$ cat config.mk
export PLATFORM = sky130hd
export DESIGN_NAME = pwm_dual_counter
export DESIGN_NICKNAME = d
export VERILOG_FILES = /design/src/pwm_timer_pkg.sv /design/src/pwm_dual_counter.sv /design/src/pwm_tick_gen.sv /design/src/pwm_gr_unit.sv
export SDC_FILE = /design/constraint.sdc
export NUM_CORES = 1
export LEC_CHECK = 0
export BUFFER_PORTS_ARGS = -buffer_cell sky130_fd_sc_hd__buf_2
export CORE_MARGIN = 3
export CORE_UTILIZATION = 40
export DETAILED_ROUTE_END_ITERATION = 8
export SLEW_MARGIN = 30
export SYNTH_ARGS = -nofsm -noshare
export SYNTH_HDL_FRONTEND = slang
export SYNTH_SLANG_ARGS = --single-unit
$ cat constraint.sdc
create_clock -name clk_in -period 9.1 [get_ports clk_in]
set_clock_uncertainty 0.05 [all_clocks]
set_input_delay 0.91 -clock clk_in [delete_from_list [all_inputs] [get_ports clk_in]]
set_output_delay 0.91 -clock clk_in [all_outputs]
set_load 0.05 [all_outputs]
$ cat src/pwm_timer_pkg.sv
// Shared constants and types for the dual-counter PWM timer
package pwm_timer_pkg;
  localparam int COUNTER_W = 16;

  // Register byte offsets on the APB
  localparam logic [7:0] OFS_COUNTER_CTRL      = 8'h00;
  localparam logic [7:0] OFS_MODE_CTRL         = 8'h04;
  localparam logic [7:0] OFS_FUNCTION_CTRL     = 8'h08;
  localparam logic [7:0] OFS_OUTPUT_LEVEL_CTRL = 8'h0C;
  localparam logic [7:0] OFS_STATUS            = 8'h10;
  localparam logic [7:0] OFS_MAIN_COUNTER      = 8'h14;
  localparam logic [7:0] OFS_LAGGING_COUNTER   = 8'h18;
  localparam logic [7:0] OFS_GR_BASE           = 8'h1C;
  localparam logic [7:0] OFS_BUF_BASE          = 8'h2C;
  localparam logic [3:0] LAST_WORD_IDX         = 4'hE;

  // counter_ctrl fields
  localparam int CCLR_LSB  = 0;
  localparam int PSC_LSB   = 3;
  localparam int START_BIT = 6;
  // mode_ctrl fields
  localparam int BUF_A_BIT   = 0;
  localparam int BUF_B_BIT   = 1;
  localparam int COMPL_BIT   = 2;
  localparam int CAPTURE_BIT = 3;
  // function_ctrl and output_level_ctrl fields
  localparam int SINGLE_SEL_BIT = 0;
  localparam int LEVEL_A_BIT    = 0;
  localparam int LEVEL_B_BIT    = 1;

  localparam logic [2:0]  CLEAR_ON_A0 = 3'h1;
  localparam logic [2:0]  PSC_HALF    = 3'h1;
  localparam logic [6:0]  COUNTER_CTRL_RST  = 7'h00;
  localparam logic [3:0]  MODE_CTRL_RST     = 4'h0;
  localparam logic        FUNCTION_CTRL_RST = 1'b1;
  localparam logic [1:0]  LEVEL_CTRL_RST    = 2'h0;
  localparam logic [15:0] GR_RST            = 16'hFFFF;
  localparam logic [15:0] COUNT_TOP         = 16'hFFFF;

  typedef enum logic [2:0] {
    MODE_NORMAL = 3'b001,
    MODE_SINGLE = 3'b010,
    MODE_COMPL  = 3'b100
  } timer_mode_t;

  typedef enum logic [1:0] {
    DIR_UP   = 2'b01,
    DIR_DOWN = 2'b10
  } count_dir_t;

  typedef struct packed {
    logic d1;
    logic c1;
    logic b1;
    logic a1;
    logic d0;
    logic c0;
    logic b0;
    logic a0;
  } pin_bank_t;

  typedef struct packed {
    logic match_d1;
    logic match_c1;
    logic match_b0;
    logic overflow;
    logic underflow;
    logic match_a0;
  } flags_t;
endpackage : pwm_timer_pkg

$ cat src/pwm_dual_counter.sv
// Dual-counter PWM timer: complementary, single-phase, buffered compare
//
// The register addresses and register access over APB were decided locally.
`timescale 1ns/1ps
// What this block does
// [RULE1] Paired counter turns down at cycle limit match, up at underflow.
// [RULE2] Software loads main counter above lagging counter before start.
// [RULE3] Duty at or above cycle limit, or zero, gives 0% or 100%.
// [RULE4] Reversal overshoots main counter, undershoots lagging counter.
// [RULE5] Complementary: match A flag on reversal, underflow flag on underflow.
// [RULE6] No overflow flag on complementary wrap with prescale 1 or 2.
// [RULE7] Software keeps compare values inside the dead-time window.
// [RULE8] Software loads buffers equal to compare registers first.
// [RULE9] Software changes duty only via buffers, never the cycle limit.
// [RULE10] Single-phase mode forces pins A0, B0 to PWM outputs.
// [RULE11] Pin A0: A0 match drives level, A1 match drives opposite.
// [RULE12] Pin B0: B0 match drives level, B1 match drives opposite.
// [RULE13] Unused pins released; C and D still match lagging counter.
// [RULE14] Single-phase select low picks mode; clear select 001 clears.
// [RULE15] Buffer C pairs with compare A, buffer D with compare B.
// [RULE16] Output compare match copies buffer into compare register.
// [RULE17] Capture loads counter, old compare value moves into buffer.
// [RULE18] Single-phase: cycle limit match copies every buffer.
// [RULE19] Complementary: copies only at the two reversal points.
// [RULE20] Copy lands on the same edge as its triggering event.
module pwm_dual_counter (
  input  wire logic                     clk_in,
  input  wire logic                     reset_in,
  input  wire logic                     ce_in,
  input  wire logic                     psel_in,
  input  wire logic                     penable_in,
  input  wire logic                     pwrite_in,
  input  wire logic [7:0]               paddr_in,
  input  wire logic [31:0]              pwdata_in,
  output logic      [31:0]              prdata_out,
  output logic                          pready_out,
  output logic                          pslverr_out,
  input  wire logic                     capture_in,
  output pwm_timer_pkg::pin_bank_t      pin_level_out,
  output pwm_timer_pkg::pin_bank_t      pin_oe_out
);
  localparam int W = pwm_timer_pkg::COUNTER_W;

  logic [6:0]                 counter_ctrl_q;
  logic [3:0]                 mode_ctrl_q;
  logic                       function_ctrl_q;
  logic [1:0]                 output_level_ctrl_q;
  pwm_timer_pkg::flags_t      flags_q;
  logic [W-1:0]               main_counter_q;
  logic [W-1:0]               lagging_counter_q;
  pwm_timer_pkg::count_dir_t  dir_q;
  logic                       cap_s1_q;
  logic                       cap_s2_q;
  logic                       cap_s3_q;

  wire        bus_access = psel_in & penable_in;
  wire        bus_commit = bus_access & pready_out;
  wire        addr_ok    = (paddr_in[1:0] == 2'h0) & (paddr_in[7:6] == 2'h0)
                         & (paddr_in[5:2] <= pwm_timer_pkg::LAST_WORD_IDX);
  wire        wr         = bus_commit & pwrite_in & addr_ok;
  wire        wr_cctrl   = wr & (paddr_in == pwm_timer_pkg::OFS_COUNTER_CTRL);
  wire        wr_mode    = wr & (paddr_in == pwm_timer_pkg::OFS_MODE_CTRL);
  wire        wr_func    = wr & (paddr_in == pwm_timer_pkg::OFS_FUNCTION_CTRL);
  wire        wr_level   = wr &
                           (paddr_in == pwm_timer_pkg::OFS_OUTPUT_LEVEL_CTRL);
  wire        wr_status  = wr & (paddr_in == pwm_timer_pkg::OFS_STATUS);
  wire        wr_main    = wr & (paddr_in == pwm_timer_pkg::OFS_MAIN_COUNTER);
  wire        wr_lag     = wr &
                           (paddr_in == pwm_timer_pkg::OFS_LAGGING_COUNTER);
  wire [W-1:0] wdata     = pwdata_in[W-1:0];

  wire [2:0]  clear_sel  = counter_ctrl_q[pwm_timer_pkg::CCLR_LSB +: 3];
  wire [2:0]  psc_sel    = counter_ctrl_q[pwm_timer_pkg::PSC_LSB +: 3];
  wire        running    = counter_ctrl_q[pwm_timer_pkg::START_BIT];
  wire        buf_a_en   = mode_ctrl_q[pwm_timer_pkg::BUF_A_BIT];
  wire        buf_b_en   = mode_ctrl_q[pwm_timer_pkg::BUF_B_BIT];
  wire        compl_sel  = mode_ctrl_q[pwm_timer_pkg::COMPL_BIT];
  wire        cap_mode   = mode_ctrl_q[pwm_timer_pkg::CAPTURE_BIT];
  wire        level_a    = output_level_ctrl_q[pwm_timer_pkg::LEVEL_A_BIT];
  wire        level_b    = output_level_ctrl_q[pwm_timer_pkg::LEVEL_B_BIT];

  wire        single_sel = ~compl_sel & ~function_ctrl_q;  // see [RULE14]
  pwm_timer_pkg::timer_mode_t mode;
  assign mode = compl_sel  ? pwm_timer_pkg::MODE_COMPL  :
                single_sel ? pwm_timer_pkg::MODE_SINGLE :
                             pwm_timer_pkg::MODE_NORMAL;
  wire        in_compl   = mode == pwm_timer_pkg::MODE_COMPL;
  wire        in_single  = mode == pwm_timer_pkg::MODE_SINGLE;
  wire        in_normal  = mode == pwm_timer_pkg::MODE_NORMAL;

  logic tick;
  pwm_tick_gen #(
    .SEL_W (3)
  ) u_tick (
    .clk_in   (clk_in),
    .reset_in (reset_in),
    .ce_in    (ce_in),
    .sel_in   (psc_sel),
    .tick_out (tick)
  );

  wire        step = ce_in & running & tick;

  // Index 0..3: A0, B0, A1, B1; each pairs with C0, D0, C1, D1
  logic [W-1:0] gr   [4];
  logic [W-1:0] bufr [4];
  logic [3:0]   xfer;
  logic [3:0]   unit_match;

  // Capture edge: first stage feeds only the second
  wire        cap_edge = cap_s2_q & ~cap_s3_q;
  wire        cap_evt  = ce_in & in_normal & cap_mode & cap_edge;
  wire        match_a0 = main_counter_q == gr[0];
  wire        rev_top  = step & in_compl & (dir_q == pwm_timer_pkg::DIR_UP)
                       & match_a0;                        // see [RULE1]
  wire        rev_bot  = step & in_compl & (dir_q == pwm_timer_pkg::DIR_DOWN)
                       & (lagging_counter_q == '0);       // see [RULE1]
  wire        clear_a0 = step & ~in_compl & match_a0
                       & (clear_sel == pwm_timer_pkg::CLEAR_ON_A0);
  wire        xfer_all = in_compl  ? (rev_top | rev_bot) :   // see [RULE19]
                         in_single ? (step & match_a0) :     // see [RULE18]
                                     1'b0;

  genvar gi;
  generate
    for (gi = 0; gi < 4; gi++) begin : g_unit
      localparam logic [7:0] GR_OFS  =
        8'(pwm_timer_pkg::OFS_GR_BASE + 8'(4 * gi));
      localparam logic [7:0] BUF_OFS =
        8'(pwm_timer_pkg::OFS_BUF_BASE + 8'(4 * gi));
      wire [W-1:0] own_cnt = (gi < 2 || in_single) ? main_counter_q
                                                   : lagging_counter_q;
      wire         cap_i   = (gi == 0) & cap_evt;
      wire         buf_en  = (gi % 2 == 0) ? buf_a_en
                                           : buf_b_en;  // see [RULE15]
      assign unit_match[gi] = own_cnt == gr[gi];
      // Output compare: each register reloads on its own match
      assign xfer[gi] = xfer_all |
                        (step & in_normal & ~(cap_mode & (gi == 0))
                         & unit_match[gi]);               // see [RULE16]
      pwm_gr_unit #(
        .W (W)
      ) u_gr (
        .clk_in     (clk_in),
        .reset_in   (reset_in),
        .ce_in      (ce_in),
        .buf_en_in  (buf_en),
        .xfer_in    (xfer[gi]),
        .capture_in (cap_i),
        .count_in   (main_counter_q),
        .wr_gr_in   (wr & (paddr_in == GR_OFS)),
        .wr_buf_in  (wr & (paddr_in == BUF_OFS)),
        .wdata_in   (wdata),
        .gr_out     (gr[gi]),
        .buf_out    (bufr[gi])
      );
    end
  endgenerate

  wire        going_up = dir_q == pwm_timer_pkg::DIR_UP;
  // Reversal step still moves one count past the turning point
  wire [W-1:0] main_d =
    wr_main           ? wdata :
    ~step             ? main_counter_q :
    in_compl          ? (going_up ? main_counter_q + 1'b1
                                  : main_counter_q - 1'b1) :  // see [RULE4]
    clear_a0          ? '0 : main_counter_q + 1'b1;           // see [RULE14]
  wire [W-1:0] lag_d =
    wr_lag            ? wdata :
    ~step             ? lagging_counter_q :
    (in_compl & ~going_up) ? lagging_counter_q - 1'b1         // see [RULE4]
                           : lagging_counter_q + 1'b1;
  pwm_timer_pkg::count_dir_t dir_d;
  assign dir_d = ~in_compl ? pwm_timer_pkg::DIR_UP   :
                 rev_top   ? pwm_timer_pkg::DIR_DOWN :
                 rev_bot   ? pwm_timer_pkg::DIR_UP   : dir_q;

  wire        fast_psc = psc_sel <= pwm_timer_pkg::PSC_HALF;
  wire        ovf_evt  = step & (in_compl
                 ? (going_up & ~fast_psc
                    & (lagging_counter_q == pwm_timer_pkg::COUNT_TOP))
                 : (~clear_a0
                    & (main_counter_q == pwm_timer_pkg::COUNT_TOP)));
  pwm_timer_pkg::flags_t flag_set;
  assign flag_set.match_a0  = in_compl ? (rev_top | rev_bot)  // see [RULE5]
                                       : (step & match_a0);
  assign flag_set.underflow = rev_bot;                        // see [RULE5]
  assign flag_set.overflow  = ovf_evt;                        // see [RULE6]
  assign flag_set.match_b0  = step & ~in_compl & unit_match[1];
  // Without buffering, C1 and D1 compare against the lagging counter
  assign flag_set.match_c1  = step & ~in_compl & ~buf_a_en
                            & (lagging_counter_q == bufr[2]); // see [RULE13]
  assign flag_set.match_d1  = step & ~in_compl & ~buf_b_en
                            & (lagging_counter_q == bufr[3]); // see [RULE13]
  wire [5:0]  flag_clr = wr_status ? pwdata_in[5:0] : 6'h00;
  // Set beats a write-one clear in the same cycle
  wire [5:0]  flags_d  = (flags_q & ~flag_clr) | flag_set;

  // Normal phase follows the lagging counter, counter phase the main
  // one; the dead time between them needs main above lagging (see [RULE2])
  function automatic logic [1:0] phase_pair(
    input logic [W-1:0] duty,
    input logic [W-1:0] limit,
    input logic [W-1:0] lead,
    input logic [W-1:0] lag
  );
    logic [1:0] r;
    r = 2'b00;
    if (duty == '0)          r = 2'b10;                // see [RULE3]
    else if (duty >= limit)  r = 2'b01;                // see [RULE3]
    else                     r = {lag >= duty, lead < duty};
    return r;
  endfunction : phase_pair

  wire [1:0]  ph1 = phase_pair(gr[1], gr[0], main_counter_q,
                               lagging_counter_q);
  wire [1:0]  ph2 = phase_pair(gr[2], gr[0], main_counter_q,
                               lagging_counter_q);
  wire [1:0]  ph3 = phase_pair(gr[3], gr[0], main_counter_q,
                               lagging_counter_q);

  wire        a0_on  = step & unit_match[2];
  wire        b0_on  = step & unit_match[3];
  wire        b0_off = step & unit_match[1];
  pwm_timer_pkg::pin_bank_t pin_d;
  pwm_timer_pkg::pin_bank_t oe_d;
  always_comb begin
    pin_d = pin_level_out;
    oe_d  = '0;
    unique case (mode)
      pwm_timer_pkg::MODE_COMPL: begin
        pin_d.b0 = ph1[1];
        pin_d.d0 = ph1[0];
        pin_d.a1 = ph2[1];
        pin_d.c1 = ph2[0];
        pin_d.b1 = ph3[1];
        pin_d.d1 = ph3[0];
        if (rev_top) pin_d.c0 = ~pin_level_out.c0;
        oe_d     = 8'hFE;
      end
      pwm_timer_pkg::MODE_SINGLE: begin
        // Cycle limit match has the last word on pin A0
        if (step & match_a0) pin_d.a0 = level_a;        // see [RULE11]
        else if (a0_on)      pin_d.a0 = ~level_a;       // see [RULE11]
        if (b0_off)          pin_d.b0 = level_b;        // see [RULE12]
        else if (b0_on)      pin_d.b0 = ~level_b;       // see [RULE12]
        oe_d.a0 = 1'b1;                                 // see [RULE10]
        oe_d.b0 = 1'b1;                                 // see [RULE10]
      end
      pwm_timer_pkg::MODE_NORMAL: begin
        oe_d = '0;                                      // see [RULE13]
      end
    endcase
  end

  logic [31:0] rd_words [16];
  assign rd_words[0]  = {25'h0, counter_ctrl_q};
  assign rd_words[1]  = {28'h0, mode_ctrl_q};
  assign rd_words[2]  = {31'h0, function_ctrl_q};
  assign rd_words[3]  = {30'h0, output_level_ctrl_q};
  assign rd_words[4]  = {26'h0, flags_q};
  assign rd_words[5]  = {16'h0, main_counter_q};
  assign rd_words[6]  = {16'h0, lagging_counter_q};
  assign rd_words[15] = 32'h0;
  generate
    for (gi = 0; gi < 4; gi++) begin : g_rd
      assign rd_words[7 + gi]  = {16'h0, gr[gi]};
      assign rd_words[11 + gi] = {16'h0, bufr[gi]};
    end
  endgenerate
  wire [31:0] rdata = addr_ok ? rd_words[paddr_in[5:2]] : 32'h0;

  always_ff @(posedge clk_in) begin
    if (reset_in) begin
      pready_out  <= 1'b0;
      pslverr_out <= 1'b0;
      prdata_out  <= 32'h0;
    end else if (ce_in) begin
      // One wait state: ready rises in the second access cycle
      pready_out  <= bus_access & ~pready_out;
      pslverr_out <= bus_access & ~pready_out & ~addr_ok;
      if (bus_access & ~pready_out & ~pwrite_in) prdata_out <= rdata;
    end
  end

  always_ff @(posedge clk_in) begin
    if (reset_in) begin
      counter_ctrl_q      <= pwm_timer_pkg::COUNTER_CTRL_RST;
      mode_ctrl_q         <= pwm_timer_pkg::MODE_CTRL_RST;
      function_ctrl_q     <= pwm_timer_pkg::FUNCTION_CTRL_RST;
      output_level_ctrl_q <= pwm_timer_pkg::LEVEL_CTRL_RST;
    end else if (ce_in) begin
      if (wr_cctrl) counter_ctrl_q      <= pwdata_in[6:0];
      if (wr_mode)  mode_ctrl_q         <= pwdata_in[3:0];
      if (wr_func)  function_ctrl_q     <= pwdata_in[0];
      if (wr_level) output_level_ctrl_q <= pwdata_in[1:0];
    end
  end

  always_ff @(posedge clk_in) begin
    if (reset_in) begin
      main_counter_q    <= '0;
      lagging_counter_q <= '0;
      dir_q             <= pwm_timer_pkg::DIR_UP;
      flags_q           <= '0;
      pin_level_out     <= '0;
      pin_oe_out        <= '0;
      cap_s1_q          <= 1'b0;
      cap_s2_q          <= 1'b0;
      cap_s3_q          <= 1'b0;
    end else if (ce_in) begin
      main_counter_q    <= main_d;
      lagging_counter_q <= lag_d;
      dir_q             <= dir_d;
      flags_q           <= flags_d;
      pin_level_out     <= pin_d;
      pin_oe_out        <= oe_d;
      cap_s1_q          <= capture_in;
      cap_s2_q          <= cap_s1_q;
      cap_s3_q          <= cap_s2_q;
    end
  end
endmodule : pwm_dual_counter

$ cat src/pwm_tick_gen.sv
// Timer clock prescaler: one-cycle tick every 2**select clocks
`timescale 1ns/1ps
module pwm_tick_gen #(
  parameter int SEL_W = 3
) (
  input  wire logic             clk_in,
  input  wire logic             reset_in,
  input  wire logic             ce_in,
  input  wire logic [SEL_W-1:0] sel_in,
  output logic                  tick_out
);
  localparam int DIV_W = (1 << SEL_W) - 1;

  generate
    if (SEL_W < 1 || SEL_W > 4) begin : g_bad_width
      $error("pwm_tick_gen: SEL_W must be 1 to 4");
    end
  endgenerate

  logic [DIV_W-1:0] count_q;
  wire  [DIV_W-1:0] mask = ~({DIV_W{1'b1}} << sel_in);

  always_ff @(posedge clk_in) begin
    if (reset_in) begin
      count_q  <= '0;
      tick_out <= 1'b0;
    end else if (ce_in) begin
      count_q  <= count_q + 1'b1;
      tick_out <= (count_q & mask) == mask;
    end
  end
endmodule : pwm_tick_gen

$ cat src/pwm_gr_unit.sv
// One compare/capture register with its paired buffer register
`timescale 1ns/1ps
module pwm_gr_unit #(
  parameter int W = 16
) (
  input  wire logic         clk_in,
  input  wire logic         reset_in,
  input  wire logic         ce_in,
  input  wire logic         buf_en_in,
  input  wire logic         xfer_in,
  input  wire logic         capture_in,
  input  wire logic [W-1:0] count_in,
  input  wire logic         wr_gr_in,
  input  wire logic         wr_buf_in,
  input  wire logic [W-1:0] wdata_in,
  output logic      [W-1:0] gr_out,
  output logic      [W-1:0] buf_out
);
  generate
    if (W != pwm_timer_pkg::COUNTER_W) begin : g_bad_width
      $error("pwm_gr_unit: W must match the counter width");
    end
  endgenerate

  // Hardware events win over a software write in the same cycle
  wire          shift_buf = capture_in & buf_en_in;
  wire          load_buf  = xfer_in & buf_en_in & ~capture_in;
  wire [W-1:0]  gr_d  = capture_in ? count_in :
                        load_buf   ? buf_out  :
                        wr_gr_in   ? wdata_in : gr_out;
  wire [W-1:0]  buf_d = shift_buf ? gr_out :
                        wr_buf_in ? wdata_in : buf_out;

  always_ff @(posedge clk_in) begin
    if (reset_in) begin
      gr_out  <= pwm_timer_pkg::GR_RST;
      buf_out <= pwm_timer_pkg::GR_RST;
    end else if (ce_in) begin
      gr_out  <= gr_d;   // see [RULE20] see [RULE16] see [RULE17]
      buf_out <= buf_d;  // see [RULE17]
    end
  end
endmodule : pwm_gr_unit

==> impl_metrics.csv, run 1 <==
group,metric,value,unit
route,drc,0,
min_path,min_path_type,"reg -> reg",
timing,fin_tns_setup,0,ps
min_path,worstHoldPathCells,2,
power_and_ir_drop,finalPower,2.26,mW
setup_path,start_kind,"input pin",
placed_design,place_hpwl,52900,um
timing,fin_crit,3820,ps
timing,setup_ws,5280,ps
route,viasPerCell,6.54,
global_route,grt_pass1_vias,16000,
clocking,cts_buffers,28,
route,ant_nets,0,
route,vias,17100,
clocking,cts.sinks,222,
layout,syn2layout_area_growth,9.18,%
power_and_ir_drop,powerDensity,121,nW/um^2
yosys,async_reset_ff_frac,0,
die,rows,74,
yosys,yosysUniqueCellTypes,81,
setup_path,rr_endpoint,"g_unit[2].u_gr.gr_out[6]",
layout,fin_nets,2255,
die,dieArea,45000,sq um
die,initial_core_util,0.411,
timing,finalCritPeriodShare,0.419,
yosys,syn_avg_cell_area,8.16,sq um
timing,rsz0062_at_grt,"false",
clocking,hold_buffers,0,
yosys,synth_top_area_share,0.261,
min_path,min_to,"flags_q[1]",
placed_design,place_area,17700,sq um
timing,setup_violations,0,
yosys,synth_edf_count,0,
setup_path,crit_type,"in -> reg",
yosys,ys_warn_count,0,
status,outcome,"complete, no violations",
run,drv_cap,0,
setup_path,ff2ff_path_depth,10,
layout,drive_above_1_share,0.113,
clocking,worstSkewPairLatency,590,ps
clocking,htreeDepth,1,
setup_path,timing.rr.start,"mode_ctrl_q[2]",
route,drtPass1Iterations,6,
yosys,synth_area_leaders,"dfxtp_1, ha_1, mux2i_1, nand2_1, nor2_1",
timing,fmax,0.262,GHz
timing,relSlewSlack,0.357,
clocking,cts_tree,"done",
global_route,grt_pass1_wl,108000,um
timing,hold_violations,0,
clocking,ctsResizeCount,0,
setup_path,arrival,4220,ps
power_and_ir_drop,vdd_drop_max,0.137,mV
die,die_height,212,um
yosys,synthCells,2083,
route,avgRoutedWirePerCell,28.3,um
placed_design,dp_slack,4560,ps
min_path,holdCritStartpoint,"flags_q[1]",
clocking,cts_setup_buffers,0,
setup_path,cp.required,9510,ps
placed_design,globalplace.congestion,0.996,
global_route,grt_usage,0.320,
yosys,yosysTopAreaCell,"dfxtp_1",
layout,fin_area,18600,sq um
clocking,root_buffer,"clkbuf_16",
die,fp.coreArea,41400,sq um
yosys,syn_area,17000,sq um
yosys,synth_seq_cells,222,
power_and_ir_drop,leakage,7.70,nW
setup_path,end_kind,"register",
die,die_w,212,um
global_route,antenna_found_initial,2,
yosys,yosysSeqAreaShare,0.261,
yosys,synthFlopType,"dfxtp_1",
setup_path,cp_max_fo,44,
timing,slew_viol_final,0,
layout,antenna_cells,0,
die,pin_count,97,
route,routed_wl,73800,um
global_route,grt_max_degree,91,
setup_path,r2r_setup_slack,5400,ps
placed_design,portBuffers,64,
timing,tightest_slew,961,ps
route,drtIter0Drc,1908,
clocking,clock_path_buffers,3,
timing,whs,421,ps
clocking,clkSlewWorstSetupHoldPaths,50,ps
global_route,grt_overflow,0,
==> worst max-delay path, stage by stage <==
cell and delay (ps):
buf_2 530, buf_4 680, nor2b_1 750, nand2_1 760
nor3_1 440, a211oi_1 90
==> worst max-delay path by stage <==
stage               depth (start not counted)  slack [ps]                         end            from
floorplan                                  12        6190       lagging_counter_q[10]  mode_ctrl_q[2]
global placement                            8        4730  g_unit[0].u_gr.buf_out[12]     paddr_in[5]
detailed placement                          8        4560   g_unit[2].u_gr.gr_out[12]     paddr_in[5]
CTS                                         8        5170   g_unit[2].u_gr.gr_out[12]     paddr_in[5]
global route                                6        5210   g_unit[3].u_gr.gr_out[13]     paddr_in[3]
finish                                      6        5280   g_unit[2].u_gr.gr_out[12]     paddr_in[2]
==> flip-flops by register name, summed over array words and instances (netlist names), 6 cells and up <==
| name | flops |
|---|---|
| g_unit.u_gr.buf_out | 64 |
| g_unit.u_gr.gr_out | 64 |
| g_unit.own_cnt | 16 |
| lagging_counter_q | 16 |
| prdata_out | 16 |
| pin_level_out | 8 |
| counter_ctrl_q | 7 |
| u_tick.count_q | 7 |
| flags_q | 6 |
==> cell usage in the layout, fill, tap and decap left out, types with 11 or more instances in the layout <==
cell type  synthesis  layout
clkbuf_16          0      28
conb_1             1      16
xor2_1            15      15
buf_2             40      63
a21o_1            39      39
a31oi_1           15      15
o22a_1            13      13
or3_1             12      12
mux4_2            25      25
a211oi_1          35      35
o21a_1            13      13
nand3_1           32      32
nand4_1           55      55
nor2_1           176     172
a21oi_1          118     117
ha_1             146     146
nor3_1            71      71
inv_1             99      98
a22oi_1           36      36
o211ai_1          25      25
a22o_1            25      25
o22ai_1           18      18
nor2b_1           12      11
mux2i_1           92      92
xnor2_1           68      68
o31ai_1           18      18
dfxtp_1          222     222
nand2_1          180     179
nor3b_1           28      28
o21ai_0           80      79
nor4_1            30      30
a221oi_1          27      27
buf_4             25      52
nand2b_1          35      35
==> Yosys cell counts, types with 32 or more instances <==
cell type	count
dfxtp_1	222
nand2_1	180
nor2_1	176
ha_1	146
a21oi_1	118
clkbuf_1	100
inv_1	99
mux2i_1	92
o21ai_0	80
nor3_1	71
xnor2_1	68
nand4_1	55
buf_2	40
a21o_1	39
a22oi_1	36
a211oi_1	35
nand2b_1	35
nand3_1	32
==> layout make-up <==
type                            count  area [sq um]
Clock buffer                       37           785
Clock inverter                      9           109
Fill cell                        4165         22800
Inverter                           99           372
Multi-Input combinational cell   1593         11500
Sequential cell                   222          4440
Tap cell                          532           666
Timing Repair Buffer              118           739
==> power by group <==
part           switching (mW)  total (mW)  internal (mW)
combinational           0.119       0.154         0.0354
sequential            0.00213       0.977          0.974
clock                   0.470        1.12          0.655
==> per-layer routing <==
metal	vias to the layer above	wire length [um]	global-route usage
met5	-	31	0
met4	4	4960	0.175
met2	953	31300	0.484
met3	274	7690	0.0730
met1	8214	29800	0.423
li1	7614	-	-
==> metrics by stage <==
step	util	std cells
finish	0.449	2610
global route	0.449	2610
CTS	0.448	2610
detailed placement	0.427	2564
global placement	0.426	2562
floorplan	-	2098
==> cell families (layout without fill, tap and decap cells) <==
family / Yosys count / in the layout / share of synthesized area
xor gates and xnor gates: 83 / 83 / 0.0428
buffers and inverters: 283 / 263 / 0.0727
adders and majority gates: 146 / 146 / 0.107
muxes: 125 / 125 / 0.0926
other: 1 / 16 / 0.000221
AOI/OAI and AO/OA: 546 / 546 / 0.226
DFF: 222 / 222 / 0.261
and+or+nand+nor: 677 / 677 / 0.197
(Power assumes the default switching activity.)
==> inputs of run 2 (changes only) <==
--- a/config.mk
+++ b/config.mk
@@ -5,6 +5,7 @@
 export SDC_FILE = /design/constraint.sdc
 export NUM_CORES = 1
 export LEC_CHECK = 0
+export ABC_AREA = 1
 export BUFFER_PORTS_ARGS = -buffer_cell sky130_fd_sc_hd__buf_2
 export CORE_MARGIN = 3
 export CORE_UTILIZATION = 40
==> constraint.sdc (replaced) <==
create_clock -name clk_in -period 3.8 [get_ports clk_in]
set_clock_uncertainty 0.05 [all_clocks]
set_input_delay 0.38 -clock clk_in [delete_from_list [all_inputs] [get_ports clk_in]]
set_output_delay 0.38 -clock clk_in [all_outputs]
set_load 0.05 [all_outputs]
==> impl_metrics.csv, run 2 <==
group,metric,value,unit
yosys,yosysTopAreaCell,"dfxtp_1",
setup_path,rr_endpoint,"g_unit[3].u_gr.gr_out[12]",
setup_path,critPathMostFrequentCell,"nand2_1",
setup_path,arrival,3830,ps
setup_path,critPathBufInv,1,
power_and_ir_drop,powerDensity,285,nW/um^2
route,viasPerCell,5.94,
yosys,yosysMostFrequentCell,"nand2_1",
route,vias,19700,
layout,final_cell_mix,"nand2_1, inv_1, nand3_1",
min_path,holdCritStartpoint,"pwdata_in[7]",
clocking,hold_buffers,1,
setup_path,end_kind,"register",
setup_path,timing.rr.start,"g_unit[0].own_cnt[3]",
yosys,syn_avg_cell_area,6.47,sq um
global_route,grt_max_degree,157,
placed_design,dp_slack,591,ps
setup_path,path_cells,"inv_1 -> nand2_1 -> nand2_1 -> nor2_1 -> nand2_1 -> nor2_1 -> nand3_1 -> nand2_1 -> nand3_4 -> nand2_4 -> nand2_4 -> nand2_1 -> nand2_2 -> nand2_1 -> nand3_1",
timing,setup_ws,324,ps
die,pin_count,97,
yosys,synth_area_leaders,"dfxtp_1, nand2_1, ha_1, nand3_1, a21oi_1",
layout,fillers,4464,
clocking,cts_setup_buffers,0,
route,routed_wl,81400,um
yosys,synthFlopType,"dfxtp_1",
yosys,async_reset_ff_frac,0,
layout,layout_commonest_cell,"nand2_1",
die,rows,75,
setup_path,path_delay_family,"simple AND/OR/NAND/NOR gates",
placed_design,place_hpwl,62400,um
clocking,cts_buffers,28,
layout,antenna_cells,0,
global_route,grt_overflow,0,
yosys,synth_edf_count,0,
setup_path,crit_path_top_delay_cell,"dfxtp_1",
power_and_ir_drop,leakage,10.0,nW
timing,setup_violations,0,
clocking,root_buffer,"clkbuf_16",
run,drv_cap,0,
die,die_height,214,um
timing,slew_viol_final,0,
yosys,syn_area,17300,sq um
die,fp.coreArea,42300,sq um
yosys,synth_seq_cells,222,
timing,fmax,0.288,GHz
status,outcome,"complete, no violations",
clocking,clock_path_buffers,3,
setup_path,start_kind,"register",
yosys,synth_top_area_share,0.258,
route,ant_nets,0,
die,die_w,214,um
route,drtPass1Iterations,6,
timing,fin_tns_setup,0,ps
timing,finalCritPeriodShare,0.915,
route,drtIter0Drc,2544,
clocking,cts_tree,"done",
layout,drive_above_1_share,0.0942,
die,initial_core_util,0.408,
setup_path,r2r_setup_slack,320,ps
clocking,worstSkewPairLatency,580,ps
timing,rsz0062_at_grt,"false",
setup_path,cp.depth,15,
timing,relSlewSlack,0.422,
timing,hold_violations,0,
setup_path,cp_max_fo,18,
yosys,synthTopCellsByCount,"nand2_1, inv_1, nand3_1",
global_route,grt_pass1_wl,117000,um
layout,reg.largest.list,"g_unit.u_gr.buf_out (64), g_unit.u_gr.gr_out (64)",
min_path,min_to,"g_unit[3].u_gr.buf_out[7]",
route,drc,0,
setup_path,ff2ff_path_depth,15,
yosys,yosysUniqueCellTypes,57,
yosys,yosysSeqAreaShare,0.258,
power_and_ir_drop,vdd_drop_max,0.298,mV
global_route,grt_pass1_vias,17900,
layout,fin_nets,2909,
yosys,synthCells,2667,
min_path,worstHoldPathCells,3,
yosys,ys_warn_count,0,
setup_path,slowest_delay,750,ps
min_path,min_path_type,"in -> reg",
clocking,cts.sinks,222,
placed_design,globalplace.congestion,1.02,
setup_path,cp.required,4150,ps
clocking,clkSlewWorstSetupHoldPaths,60,ps
placed_design,portBuffers,64,
layout,syn2layout_area_growth,11.9,%
timing,fin_crit,3480,ps
timing,tightest_slew,867,ps
global_route,antenna_found_initial,1,
setup_path,crit_type,"reg -> reg",
global_route,grt_usage,0.348,
route,avgRoutedWirePerCell,24.5,um
clocking,htreeDepth,1,
die,dieArea,45700,sq um
clocking,ctsResizeCount,0,
[run 2: changes by cell type after synthesis, sizes merged, moves of 39 or more]
cell | before | now
o21ai | 83 | 187
nor3 | 73 | 32
xnor2 | 68 | 6
nand3 | 32 | 234
mux2i | 92 | 1
a21oi | 119 | 208
inv | 99 | 276
nand2 | 180 | 737
o211ai | 25 | 72
nor2 | 177 | 138
[run 2: kinds of logic (layout without fill, tap and decap cells)]
family                   after synthesis  in the layout  synth area share
AO/OA/AOI/OAI                        611            611             0.210
flip-flops                           222            222             0.258
multiplexers                           1              1          0.000580
other                                  1             16          0.000217
AND/OR/NAND/NOR                     1204           1204             0.297
XOR/XNOR                              43             43            0.0218
buffers and inverters                439            495             0.106
adder cells (fa/ha/maj)              146            146             0.106
[run 2: tightest hold or removal path, cell delays in order]
cell and delay, ps:
buf_2 220, a21oi_1 90, o21ai_0 70
[run 2: per-stage QoR]
| step | cell area (sq um) | hold slack (ps) | power (mW) | std cells | utilization |
|---|---|---|---|---|---|
| finish | 19300 | 180 | 5.50 | 3315 | 0.456 |
| CTS | 19300 | 157 | 5.49 | 3315 | 0.456 |
| global route | 19300 | 203 | 5.61 | 3315 | 0.456 |
| global placement | 18400 | 388 | 2.78 | 3262 | 0.434 |
| floorplan | 17300 | 387 | 2.63 | 2682 | - |
| detailed placement | 18400 | 405 | 2.78 | 3262 | 0.434 |
[run 2: worst max path at each step]
stage / from / endpoint / slack [ps]
detailed placement: g_unit[0].own_cnt[3] / g_unit[3].u_gr.gr_out[7] / 590
floorplan: mode_ctrl_q[2] / lagging_counter_q[10] / 1270
global placement: g_unit[0].own_cnt[3] / g_unit[3].u_gr.gr_out[6] / 610
CTS: g_unit[0].own_cnt[3] / g_unit[3].u_gr.gr_out[7] / 540
finish: g_unit[0].own_cnt[3] / g_unit[3].u_gr.gr_out[12] / 320
global route: g_unit[0].own_cnt[3] / g_unit[3].u_gr.gr_out[6] / 150
[run 2: layer usage]
| layer | global-route usage | wire length [um] | up-vias |
|---|---|---|---|
| li1 | - | - | 9129 |
| met1 | 0.494 | 34100 | 9192 |
| met2 | 0.507 | 33200 | 1188 |
| met3 | 0.0761 | 9870 | 185 |
| met4 | 0.153 | 4170 | 2 |
| met5 | 0 | 13 | - |
[run 2: cell type report]
cell class	count	area [sq um]	share of cell area
Clock buffer	39	793	0.0411
Clock inverter	13	130	0.00674
Inverter	282	1060	0.0550
Multi-Input combinational cell	2021	11000	0.572
Sequential cell	222	4440	0.230
Tap cell	577	722	0.0374
Timing Repair Buffer	161	1110	0.0577
[run 2: where the power goes]
part           total [mW]  switching [mW]  internal [mW]
clock                2.76            1.16           1.59
combinational       0.410           0.325         0.0851
sequential           2.34         0.00415           2.33
